[src/rtl/twi_port_cfg.svh]
// constants for the two-wire serial port: offsets, bit positions, codes
`ifndef TWI_PORT_CFG_SVH
`define TWI_PORT_CFG_SVH
// ***************************************************
// register byte offsets
// ***************************************************
`define OFS_CTL1 8'h00
`define OFS_CTL2 8'h04
`define OFS_STAT 8'h08
`define OFS_XBUF 8'h0c
`define OFS_ADBR 8'h10
`define OFS_EVT 8'h14
// ***************************************************
// control_reg_one fields
// ***************************************************
`define C1_ENABLE 5
`define MODE_MASTER 4'h8
`define MODE_SLAVE7 4'h6
`define MODE_SLAVE10 4'h7
// ***************************************************
// control_reg_two fields
// ***************************************************
`define C2_START 0
`define C2_RSTART 1
`define C2_STOP 2
`define C2_RECV 3
`define C2_ACKSEQ 4
`define C2_ACKDATA 5
`define C2_ACKSTAT 6
`define C2_GCALL 7
// ***************************************************
// addresses and bit counts
// ***************************************************
`define GCALL_ADDR 8'h00
`define TEN_BIT_HI 5'h1e
`define LAST_DATA_BIT 4'h7
`define ACK_SLOT 4'h8
`define SC_START 4'hf
`define CTL_RST 8'h00
`endif

[src/rtl/twi_port_pkg.sv]
// types shared by the two-wire serial port
`default_nettype none
package twi_port_pkg;
  // master sequencer states
  typedef enum logic [3:0] {
    M_IDLE, M_ST1, M_ST2, M_RS1, M_DAT, M_LOW, M_HIGH, M_SP1, M_SP2, M_SP3
  } msm_t;
  // kind of master byte operation
  typedef enum logic [1:0] {OP_TX, OP_RX, OP_ACK} mop_t;
  // open-drain drive of both lines
  typedef struct packed {
    logic scl_o;
    logic scl_oe;
    logic sda_o;
    logic sda_oe;
  } line_drv_t;
  // whole state of the port
  typedef struct packed {
    logic [7:0] control_reg_one;
    logic [7:0] control_reg_two;
    logic slew_control_bit;
    logic smbus_sel;
    logic data_not_addr;
    logic stop_seen;
    logic start_seen;
    logic rw_info;
    logic address_update_needed;
    logic buffer_full;
    logic [7:0] transfer_buffer;
    logic [7:0] shift_reg;
    logic [7:0] address_baud_reg;
    logic serial_event_flag;
    logic busy;
    msm_t ms;
    mop_t mop;
    logic [6:0] brg;
    logic [3:0] bc;
    line_drv_t drv;
    logic [1:0] scl_sy;
    logic [1:0] sda_sy;
    logic scl_d;
    logic sda_d;
    logic sl_on;
    logic sl_adr;
    logic sl_tx;
    logic sl_hi;
    logic [3:0] sc;
    logic [31:0] rdata;
    logic rdy;
    logic err;
  } state_t;
endpackage
`default_nettype wire

[src/rtl/twi_port.sv]
// two-wire serial port, bus master or addressed slave, behind an apb slave
`include "twi_port_cfg.svh"
`default_nettype none
// How it works
// RL1: control regs read/write, status low six read-only
// RL2: address reg is own address or baud reload
// RL3: full received byte moves to buffer, flag set
// RL4: buffer write loads buffer and shift register
// RL5: status bit 7 selects slew control
// RL6: status bit 6 selects smbus input thresholds
// RL7: status bit 5 flags data versus address
// RL8: bits 4,3 flag last stop or start
// RL9: bit 2 slave direction or master transmitting
// RL10: direction or sequence enables means busy
// RL11: bit 1 asks software to rewrite address
// RL12: bit 0 shows buffer full
// RL13: master makes clocks, start, stop, repeated start
// RL14: first byte is address plus direction bit
// RL15: eight bits then acknowledge each byte
// RL16: baud generator sets bus clock rate
// RL17: start enable makes start, then flag
// RL18: byte out, ack captured, flag after ninth
// RL19: stop enable makes stop, then flag
// RL20: start and stop detected, flag raised
// RL21: 7-bit, 10-bit and general call addressing
// RL22: lines only pulled low or released
module twi_port
  import twi_port_pkg::*;
#(
  parameter int ADDR_W = 8
) (
  input wire logic pclk,
  input wire logic presetn,
  input wire logic psel,
  input wire logic penable,
  input wire logic pwrite,
  input wire logic [ADDR_W-1:0] paddr,
  input wire logic [31:0] pwdata,
  output logic [31:0] prdata,
  output logic pready,
  output logic pslverr,
  input wire logic scl_i,
  input wire logic sda_i,
  output logic scl_o,
  output logic scl_oe,
  output logic sda_o,
  output logic sda_oe,
  output logic slew_ctrl_off,
  output logic smbus_levels,
  output logic port_busy
);

  state_t q;
  state_t n;
  logic scl;
  logic sda;
  logic scl_rise;
  logic scl_fall;
  logic start_det;
  logic stop_det;
  logic en;
  logic master;
  logic ten_bit;
  logic tick;
  logic setup;
  logic access;
  logic hit7;
  logic hit_gc;
  logic hit_hi;
  logic hit_lo;
  logic [7:0] rd_byte;
  logic [7:0] status;

  // ***************************************************
  // line conditioning and decode
  // ***************************************************
  // edges are taken from the second sync stage and its delayed copy only
  assign scl = q.scl_sy[1];
  assign sda = q.sda_sy[1];
  assign scl_rise = scl & ~q.scl_d;
  assign scl_fall = ~scl & q.scl_d;
  assign start_det = scl & q.scl_d & q.sda_d & ~sda; // RL20
  assign stop_det = scl & q.scl_d & ~q.sda_d & sda; // RL20
  assign en = q.control_reg_one[`C1_ENABLE];
  assign master = q.control_reg_one[3:0] == `MODE_MASTER;
  assign ten_bit = q.control_reg_one[3:0] == `MODE_SLAVE10;
  assign tick = q.brg == 7'h00; // RL16
  assign setup = psel & ~penable;
  assign access = psel & penable & q.rdy;

  // address compare for the byte just shifted in
  assign hit7 = q.shift_reg[7:1] == q.address_baud_reg[7:1]; // RL2
  assign hit_gc = q.shift_reg == `GCALL_ADDR & q.control_reg_two[`C2_GCALL]; // RL21
  assign hit_hi = q.shift_reg[7:3] == `TEN_BIT_HI
    & q.shift_reg[2:1] == q.address_baud_reg[2:1]; // RL21
  assign hit_lo = q.shift_reg == q.address_baud_reg; // RL21

  // status byte as software sees it
  assign status = {q.slew_control_bit, q.smbus_sel, q.data_not_addr, q.stop_seen,
    q.start_seen, q.rw_info, q.address_update_needed, q.buffer_full};

  // read mux, sampled in the setup cycle
  always_comb begin
    rd_byte = 8'h00;
    case (paddr)
      `OFS_CTL1: rd_byte = q.control_reg_one;
      `OFS_CTL2: rd_byte = q.control_reg_two;
      `OFS_STAT: rd_byte = status;
      `OFS_XBUF: rd_byte = q.transfer_buffer;
      `OFS_ADBR: rd_byte = q.address_baud_reg;
      `OFS_EVT: rd_byte = {7'h00, q.serial_event_flag};
      default: rd_byte = 8'h00;
    endcase
  end

  // ***************************************************
  // next state
  // ***************************************************
  always_comb begin
    n = q;
    n.scl_sy = {q.scl_sy[0], scl_i};
    n.sda_sy = {q.sda_sy[0], sda_i};
    n.scl_d = scl;
    n.sda_d = sda;
    n.drv.scl_o = 1'b0; // RL22
    n.drv.sda_o = 1'b0; // RL22

    // apb: answer one cycle after setup, software clears come before hardware sets
    n.rdy = 1'b0;
    n.err = 1'b0;
    if (setup) begin
      n.rdy = 1'b1;
      n.rdata = {24'h000000, rd_byte};
      n.err = rd_byte == 8'h00 & paddr != `OFS_CTL1 & paddr != `OFS_CTL2
        & paddr != `OFS_STAT & paddr != `OFS_XBUF & paddr != `OFS_ADBR
        & paddr != `OFS_EVT;
    end
    if (access & pwrite & ~q.err) begin
      case (paddr)
        `OFS_CTL1: n.control_reg_one = pwdata[7:0]; // RL1
        `OFS_CTL2: n.control_reg_two = pwdata[7:0]; // RL1
        `OFS_STAT: begin
          n.slew_control_bit = pwdata[7]; // RL5
          n.smbus_sel = pwdata[6]; // RL6
        end
        `OFS_XBUF: begin
          n.transfer_buffer = pwdata[7:0]; // RL4
          n.shift_reg = pwdata[7:0]; // RL4
          n.buffer_full = 1'b1; // RL12
          if (master & en & q.ms == M_IDLE) begin
            n.mop = OP_TX; // RL18
            n.bc = 4'h0;
            n.rw_info = 1'b1; // RL9
            n.ms = M_DAT;
          end
        end
        `OFS_ADBR: begin
          n.address_baud_reg = pwdata[7:0]; // RL2
          n.address_update_needed = 1'b0; // RL11
        end
        `OFS_EVT: if (pwdata[0]) n.serial_event_flag = 1'b0;
        default: n.address_baud_reg = q.address_baud_reg;
      endcase
    end
    // reading the buffer empties it
    if (access & ~pwrite & paddr == `OFS_XBUF) n.buffer_full = 1'b0; // RL12

    // bus condition monitor, used in both roles
    if (start_det) begin
      n.start_seen = 1'b1; // RL8
      n.stop_seen = 1'b0;
      n.serial_event_flag = 1'b1; // RL20
      n.sl_on = ~master;
      n.sl_adr = 1'b1;
      n.sl_hi = 1'b0;
      n.sl_tx = 1'b0;
      n.sc = `SC_START; // the clock fall right after a start carries no bit
      if (~master) n.rw_info = 1'b0; // RL9
    end
    if (stop_det) begin
      n.stop_seen = 1'b1; // RL8
      n.start_seen = 1'b0;
      n.serial_event_flag = 1'b1; // RL20
      n.sl_on = 1'b0;
      if (~master) n.rw_info = 1'b0; // RL9
    end

    // baud generator: each sequencer step lasts reload plus one cycles, and the clock low phase takes two steps
    if (q.ms == M_IDLE | tick) n.brg = q.address_baud_reg[6:0]; // RL2
    else n.brg = q.brg - 7'h01; // RL16

    // ***************************************************
    // master sequencer
    // ***************************************************
    if (en & master) begin
      case (q.ms)
        M_IDLE: begin
          if (q.control_reg_two[`C2_START]) begin
            n.drv.sda_oe = 1'b0; // RL17
            n.drv.scl_oe = 1'b0;
            n.ms = M_ST1;
          end else if (q.control_reg_two[`C2_RSTART]) begin
            n.drv.sda_oe = 1'b0; // RL13
            n.ms = M_RS1;
          end else if (q.control_reg_two[`C2_STOP]) begin
            n.drv.sda_oe = 1'b1; // RL19
            n.ms = M_SP1;
          end else if (q.control_reg_two[`C2_RECV]) begin
            n.mop = OP_RX; // RL15
            n.bc = 4'h0;
            n.ms = M_DAT;
          end else if (q.control_reg_two[`C2_ACKSEQ]) begin
            n.mop = OP_ACK; // RL15
            n.bc = `ACK_SLOT;
            n.ms = M_DAT;
          end
        end
        // repeated start: release data with clock low, then clock high
        M_RS1: if (tick) begin
          n.drv.scl_oe = 1'b0; // RL13
          n.ms = M_ST1;
        end
        // start: data falls while clock is high, after one baud step of setup
        M_ST1: if (tick & scl) begin
          n.drv.sda_oe = 1'b1; // RL13
          n.ms = M_ST2;
        end
        M_ST2: if (tick) begin
          n.drv.scl_oe = 1'b1; // RL13
          n.control_reg_two[`C2_START] = 1'b0; // RL17
          n.control_reg_two[`C2_RSTART] = 1'b0;
          n.serial_event_flag = 1'b1; // RL17
          n.ms = M_IDLE;
        end
        // put the next bit on the data line while the clock is low
        M_DAT: if (tick) begin
          case (q.mop)
            OP_TX: n.drv.sda_oe = q.bc != `ACK_SLOT & ~q.shift_reg[7]; // RL14
            OP_ACK: n.drv.sda_oe = ~q.control_reg_two[`C2_ACKDATA]; // RL15
            default: n.drv.sda_oe = 1'b0;
          endcase
          n.ms = M_LOW;
        end
        M_LOW: if (tick) begin
          n.drv.scl_oe = 1'b0; // RL13
          n.ms = M_HIGH;
        end
        // counting waits for the clock to be seen high, so a slave may stretch it
        M_HIGH: if (tick & scl) begin
          n.drv.scl_oe = 1'b1; // RL13
          n.bc = q.bc + 4'h1;
          n.ms = M_DAT;
          if (q.mop == OP_TX & q.bc != `ACK_SLOT) n.shift_reg = {q.shift_reg[6:0], 1'b0};
          if (q.mop == OP_RX) n.shift_reg = {q.shift_reg[6:0], sda}; // RL15
          if (q.mop == OP_TX & q.bc == `LAST_DATA_BIT) n.buffer_full = 1'b0; // RL12
          if (q.mop == OP_TX & q.bc == `ACK_SLOT) begin
            n.control_reg_two[`C2_ACKSTAT] = sda; // RL18
            n.rw_info = 1'b0; // RL9
            n.serial_event_flag = 1'b1; // RL18
            n.drv.sda_oe = 1'b0;
            n.ms = M_IDLE;
          end
          if (q.mop == OP_RX & q.bc == `LAST_DATA_BIT) begin
            n.transfer_buffer = {q.shift_reg[6:0], sda}; // RL3
            n.buffer_full = 1'b1; // RL3
            n.serial_event_flag = 1'b1; // RL3
            n.control_reg_two[`C2_RECV] = 1'b0;
            n.ms = M_IDLE;
          end
          if (q.mop == OP_ACK) begin
            n.control_reg_two[`C2_ACKSEQ] = 1'b0; // RL15
            n.serial_event_flag = 1'b1;
            n.drv.sda_oe = 1'b0;
            n.ms = M_IDLE;
          end
        end
        // stop: data low, clock up, then data released while clock is high
        M_SP1: if (tick) begin
          n.drv.scl_oe = 1'b0; // RL13
          n.ms = M_SP2;
        end
        M_SP2: if (tick & scl) begin
          n.drv.sda_oe = 1'b0; // RL19
          n.ms = M_SP3;
        end
        M_SP3: if (tick) begin
          n.control_reg_two[`C2_STOP] = 1'b0; // RL19
          n.serial_event_flag = 1'b1; // RL19
          n.ms = M_IDLE;
        end
        default: n.ms = M_IDLE;
      endcase
    end

    // ***************************************************
    // slave engine
    // ***************************************************
    // no clock stretching: a read must have its byte loaded before the ack ends
    if (en & ~master & q.sl_on) begin
      if (scl_rise) begin
        if (~q.sl_tx & q.sc != `ACK_SLOT) n.shift_reg = {q.shift_reg[6:0], sda};
        if (q.sl_tx & q.sc == `ACK_SLOT & sda) begin
          n.sl_on = 1'b0; // master refused, drop the read
          n.rw_info = 1'b0; // RL9
        end
      end
      if (scl_fall) begin
        if (q.sc == `ACK_SLOT) begin
          n.sc = 4'h0;
          n.drv.sda_oe = q.sl_tx & ~q.shift_reg[7]; // RL22
          if (q.sl_tx) n.data_not_addr = 1'b1; // RL7
          if (q.sl_tx) n.serial_event_flag = 1'b1;
        end else if (q.sc == `LAST_DATA_BIT) begin
          n.sc = `ACK_SLOT;
          n.drv.sda_oe = 1'b0;
          if (q.sl_tx) n.buffer_full = 1'b0; // RL12
          else if (q.sl_adr) begin
            if (ten_bit & ~q.sl_hi & hit_hi) begin
              n.sl_hi = 1'b1; // RL21
              n.address_update_needed = 1'b1; // RL11
              n.rw_info = q.shift_reg[0];
              n.sl_tx = q.shift_reg[0] & q.start_seen & q.data_not_addr;
              n.sl_adr = ~(q.shift_reg[0] & q.data_not_addr);
              n.drv.sda_oe = 1'b1;
              n.data_not_addr = 1'b0; // RL7
            end else if ((ten_bit & q.sl_hi & hit_lo) | (~ten_bit & hit7) | hit_gc) begin
              if (ten_bit) n.address_update_needed = 1'b1; // RL11
              n.sl_adr = 1'b0;
              n.rw_info = ~ten_bit & q.shift_reg[0]; // RL9
              n.sl_tx = ~ten_bit & ~hit_gc & q.shift_reg[0];
              n.drv.sda_oe = 1'b1;
              n.data_not_addr = 1'b0; // RL7
              n.transfer_buffer = q.shift_reg; // RL3
              n.buffer_full = 1'b1;
              n.serial_event_flag = 1'b1;
            end else begin
              n.sl_on = 1'b0;
            end
          end else begin
            n.transfer_buffer = q.shift_reg; // RL3
            n.buffer_full = 1'b1; // RL3
            n.serial_event_flag = 1'b1; // RL3
            n.data_not_addr = 1'b1; // RL7
            n.drv.sda_oe = 1'b1;
          end
        end else begin
          n.sc = q.sc + 4'h1;
          if (q.sl_tx) begin
            n.drv.sda_oe = ~q.shift_reg[6]; // RL22
            n.shift_reg = {q.shift_reg[6:0], 1'b0};
          end
        end
      end
    end
    if (en & ~master & ~n.sl_on & q.sl_on) n.drv.sda_oe = 1'b0;

    // a disabled port lets go of the bus and forgets conditions
    if (~en) begin
      n.start_seen = 1'b0; // RL8
      n.stop_seen = 1'b0; // RL8
      n.ms = M_IDLE;
      n.sl_on = 1'b0;
      n.drv.scl_oe = 1'b0; // RL22
      n.drv.sda_oe = 1'b0; // RL22
    end

    // busy is direction or any sequence request still pending
    n.busy = n.rw_info | n.control_reg_two[`C2_START] | n.control_reg_two[`C2_RSTART]
      | n.control_reg_two[`C2_STOP] | n.control_reg_two[`C2_RECV]
      | n.control_reg_two[`C2_ACKSEQ]; // RL10
  end

  // ***************************************************
  // state register
  // ***************************************************
  // every field resets to zero, so a plain constant is enough
  always_ff @(posedge pclk or negedge presetn) begin
    if (!presetn) begin
      q <= '0;
    end else begin
      q <= n;
    end
  end

  // outputs come straight from the state register
  assign prdata = q.rdata;
  assign pready = q.rdy;
  assign pslverr = q.err;
  assign scl_o = q.drv.scl_o;
  assign scl_oe = q.drv.scl_oe;
  assign sda_o = q.drv.sda_o;
  assign sda_oe = q.drv.sda_oe;
  assign slew_ctrl_off = q.slew_control_bit; // RL5
  assign smbus_levels = q.smbus_sel; // RL6
  assign port_busy = q.busy; // RL10

endmodule // twi_port
`default_nettype wire

[config.mk]
export PLATFORM = sky130hd
export DESIGN_NAME = twi_port
export DESIGN_NICKNAME = d
export VERILOG_FILES = /design/src/rtl/twi_port_pkg.sv /design/src/rtl/twi_port.sv
export VERILOG_INCLUDE_DIRS = /design/src /design/src/rtl
export SDC_FILE = /design/constraint.sdc
export NUM_CORES = 1
export LEC_CHECK = 0
export BUFFER_PORTS_ARGS = -buffer_cell sky130_fd_sc_hd__buf_2
export CAP_MARGIN = 20
export CORE_ASPECT_RATIO = 1.2
export CORE_MARGIN = 1
export CORE_UTILIZATION = 55
export DETAILED_ROUTE_END_ITERATION = 6
export MAX_ROUTING_LAYER = met4
export PLACE_DENSITY = 0.78
export SYNTH_ARGS = -nofsm -noshare
export SYNTH_HDL_FRONTEND = slang
export SYNTH_SLANG_ARGS = --single-unit
[constraint.sdc]
create_clock -name pclk -period 2.9 [get_ports pclk]
set_input_delay 0.58 -clock pclk [delete_from_list [all_inputs] [get_ports pclk]]
set_output_delay 0.58 -clock pclk [all_outputs]
set_load 0.02 [all_outputs]
# ---- After elaboration in Yosys (flattened, before gate mapping)
# Index checks and enable logic that the tools add are counted.
dict set report op_classes {
  n_addsub 3
  n_eq_ne 43
  mux 173
  bitwise_logic 74
  reduce_logical 16
}
# op count
set op_table {}
lappend op_table {{4-bit 2-to-1 mux} 30}
lappend op_table {{8-bit 2-to-1 mux} 11}
lappend op_table {{1-bit 2-to-1 mux} 83}
lappend op_table {{17-bit 2-to-1 mux} 4}
lappend op_table {{19-bit 2-to-1 mux} 3}
lappend op_table {{1-bit AND} 49}
lappend op_table {{8-bit case mux with 6 select lines} 1}
lappend op_table {{6-bit 2-to-1 mux} 6}
lappend op_table {{9-bit 2-to-1 mux} 4}
lappend op_table {{4-bit case mux with 9 select lines} 1}
lappend op_table {{2-bit 2-to-1 mux} 16}
lappend op_table {{4-bit by 3-bit == test with 1-bit output (second input constant)} 7}
lappend op_table {{28-bit 2-to-1 mux} 1}
lappend op_table {{8-bit logical NOT} 3}
lappend op_table {{11-bit 2-to-1 mux} 2}
lappend op_table {{4-bit == test (second input constant)} 5}
lappend op_table {{1-bit NOT} 17}
lappend op_table {{8-bit by 4-bit == test with 1-bit output (second input constant)} 2}
lappend op_table {{8-bit by 5-bit == test with 1-bit output (second input constant)} 2}
lappend op_table {{8-bit by 4-bit inequality test with 1-bit output (second input constant)} 2}
lappend op_table {{8-bit by 5-bit inequality test with 1-bit output (second input constant)} 2}
lappend op_table {{7-bit 2-to-1 mux} 2}
lappend op_table {{6-bit AND reduction} 2}
lappend op_table {{3-bit 2-to-1 mux} 3}
lappend op_table {{other kinds (34)} 51}
dict set report totals {
  regBits 93
  out_inout_bits 41
}

# ---- Longest topological paths before layout
dict set report depth {
  ltp_word 29
  mapped_depth 9
  ltp_nobuf 8
}

# ---- Worst setup path after synthesis
# OpenSTA, ideal clock, no wires.
dict set report synth_path {
  path_kind {reg-to-reg}
  from {reg q[56] (netlist name)}
  to {reg q, in the netlist port_busy}
  setup_time_ps 139
  t_arrival_ps 2476
  setup_slack_ps 285
  path_stages_with_launch 10
  path_buffers 1
  path_cell_list {dfrtp_1 > inv_1 > ha_1 > or4b_4 > or2_1 > buf_6 > nor4_4 > nand2_2 > a41o_1 > or4_1}
}
# element line_no
set synth_lines {}
lappend synth_lines {{start: declaration} twi_port.sv:53} ;# state_t q;
lappend synth_lines {{start signal: assignment} twi_port.sv:381} ;# q <= n;

==> out/results.tsv <==
metric	value	unit
status	finished clean	
setup TNS	0	ns
Final GP Congestion	0.9358	
P_int	0.002068	W
fin util	63.16	%
P&R area growth vs syn	11.10	%
H-tree depth	3	
Die Ht	114.0	um
pwr/cell area	429.9	mW/mm2
RSZ-0062 raised after global routing	false	
register area share after synthesis	40.50	%
post-synthesis cell type count	70	
Detailed Routing Iterations Pass 1	5	
Post-synth ARST share	100.0	%
CTS sink count	93	
slew margin rel.	41.35	%
worst r2r path cells	9	
Post-synth EDFFs	0	
routed len/inst	19.89	um
part of the power in combinational logic	6.9	%
top cell type's share of synthesized area	40.50	%
Syn Area/Cell	9.314	um2
Sw Pwr	0.0006767	W
Starting DRT DRC Count	370	
Routed Antenna Nets	0	
nets@finish	711	
Clk Latency, worst-skew pair	0.35	ns
Final min period	2.722	ns
antenna cells	0	
Worst Skew	0.008011	ns
fmax	367.3	MHz
largest net degree at the start of global routing	62	
Routed Wire Length	15.71	mm
crit path max fanout	6	
main area contributors after synthesis	dfrtp_1, mux2_2, nand2_1, buf_4, o21ai_0	
initial antenna violation count	0	
placed instance count	773	
first-pass GRT wire length	24.74	mm
Final period util	93.88	%
Final Hold Violating Endpoints	0	
CTS tree	done	
WS Path Type	register to register	
cts hold-fix bufs	0	
TritonCTS Buffers	9	
worst hold path type	input port to async pin	
Finished Layout Cells	790	
Leak	2.960	nW
main flop type after synthesis	dfrtp_1	
setup violation total in the final timing report	0	
R2R Path Start	q[56]$_DFF_PN0_	
crit path DAT	2.95	ns
Worst-Margin Slew	0.8797	ns
share of total power in sequential cells	48.3	%
Die Width	95.31	um
max-cap viol count	0	
Worst-path clk slew	0.07	ns
GRT Util Overall	31.11	%
synth cell count leaders	dfrtp_1, nand2_1, nor2_1	
count leader, synth	dfrtp_1	
RR Endpoint	q[95]$_DFF_PN0_	
IO Count	88	
row cnt	40	
crit path from	q[56]$_DFF_PN0_	
grt ovf	0	
via count	5015	
register-to-register setup slack	0.18	ns
HPWL Detailed	11.29	mm
DR DRC count	0	
worst vdd ir	0.0002909	V
max-slew violations	0	
port buffer count	37	
CORE AREA	0.01011	mm2
#FFs+latches synth	93	
crit end category	register	
die area	0.01086	mm2
initial core utilization	56.84	%
Min Hold Slack	0.1667	ns
Worst setup SP type	register	
Yosys warnings	0	
drt via density	6.348	
dominant cell type by area after synthesis	dfrtp_1	
Critical Path RT	3.13	ns
layout cells sized above 1	21.39	%
vias in the first global route	4819	
CP Capture Point	q[95]$_DFF_PN0_	
Syn Inst Count	617	
clock network power share	44.8	%
Clock Path Buffers	2	
Cell Area, Synth	0.005747	mm2
Clock Tree Root	clkbuf_16	
switching share of power	24.65	%
[registers in the layout, indices dropped and copies added, names as in the netlist]
name and cells:
scl_oe 1, en 1, pslverr 1, q 73, port_busy 1, slew_ctrl_off 1, n 4, prdata 8
sda_oe 1, pready 1, smbus_levels 1
[final cells by class]
type	instances	area, um2
timing repair buffer	69	440.4
fill	858	3725
clock buffer	10	239.0
clock inverter	6	68.82
multi-input combinational	469	3088
sequential	93	2327
tap	126	157.7
inverter	17	63.81
[how the worst min path moves through the flow]
stage | start | endpoint | depth (start not counted)
6_report | presetn | q[54]$_DFF_PN0_ | 1
5_1_grt | presetn | q[67]$_DFF_PN0_ | 1
4_1_cts | presetn | q[54]$_DFF_PN0_ | 1
3_5_place_dp | n[45]$_DFF_PN0_ | n[42]$_DFF_PN0_ | 0
3_3_place_gp | n[47]$_DFF_PN0_ | n[43]$_DFF_PN0_ | 0
2_1_floorplan | presetn | en$_DFFE_PN0P_ | 0
[stage by stage]
step	instance area [um2]	worst slack [ns]	total power, W
2_1_floorplan	5841	0.2854	0.001482
4_1_cts	6372	0.08492	0.002753
6_report	6385	0.1775	0.002745
3_3_place_gp	6065	0.1493	0.001533
3_5_place_dp	6065	0.1098	0.001539
5_1_grt	6385	0.04261	0.002828
[kinds of logic (layout without fill, tap and decap cells)]
group                    after synthesis  in the layout  share of synthesized area [%]
AND/OR/NAND/NOR                      226            226                          20.31
AO/OA/AOI/OAI                        138            138                          15.48
flip-flops                            93             93                          40.50
buffers and inverters                 80            102                          7.598
multiplexers                          62             62                          13.13
XOR/XNOR                              12             12                          1.829
adder cells (fa/ha/maj)                5              5                          1.089
other                                  1             26                        0.06525
[critical path, cell delays in order, from the launching register on]
cell and delay [ns]:
dfrtp_1 0.39, inv_1 0.06, ha_1 0.18, or4b_4 0.53, nor4_1 0.39, nand3_1 0.19
buf_4 0.19, nor4_1 0.31, mux2i_1 0.25, o21bai_1 0.11
[per-layer routing]
layer,track usage [%],part of all wire (%)
met1,39.89,41
met2,48.95,50
met3,5.000,6.2
met4,12.53,2.7
met5,-,0
[power groups by stage]
stage          Combinational (W)  Sequential (W)  Clock, W
6_report                0.000189         0.00133   0.00123
5_1_grt                 0.000209         0.00133   0.00129
4_1_cts                 0.000189         0.00133   0.00124
3_5_place_dp            0.000188         0.00135         0
3_3_place_gp            0.000183         0.00135         0
2_1_floorplan           0.000134         0.00135         0
[placed cells by master, fill, tap and decap left out, types with 4 or more instances in the layout]
cell type | Yosys | final
o22ai_1 | 5 | 5
nand4_1 | 6 | 6
o21ai_0 | 38 | 38
conb_1 | 1 | 26
nand3b_1 | 5 | 5
nand2_1 | 69 | 69
and2_1 | 4 | 4
mux4_2 | 7 | 7
mux2i_1 | 18 | 18
clkbuf_16 | 0 | 9
xnor2_1 | 9 | 9
a31o_2 | 4 | 4
buf_4 | 34 | 32
and3_1 | 8 | 8
a22o_1 | 5 | 5
buf_2 | 1 | 36
nor4_1 | 5 | 5
nor3_1 | 20 | 19
nand4b_1 | 5 | 5
nor2b_1 | 8 | 8
nor2_1 | 49 | 49
dfrtp_1 | 93 | 93
nor3b_1 | 4 | 4
a22oi_1 | 8 | 8
or3_1 | 5 | 5
a31oi_1 | 6 | 6
nand2b_1 | 5 | 5
nand3_1 | 14 | 14
a21oi_1 | 35 | 35
ha_1 | 5 | 5
mux2_2 | 37 | 37
inv_1 | 17 | 17
[timing repair]
item | 4_1_cts | 5_1_grt
endpoints found under the setup margin | 0 | 8
gates resized for setup | 0 | 1
endpoints found under the hold margin | 0 | 0
buffers inserted | 0 | 1
Note: power is estimated with default switching activity, not from simulation.
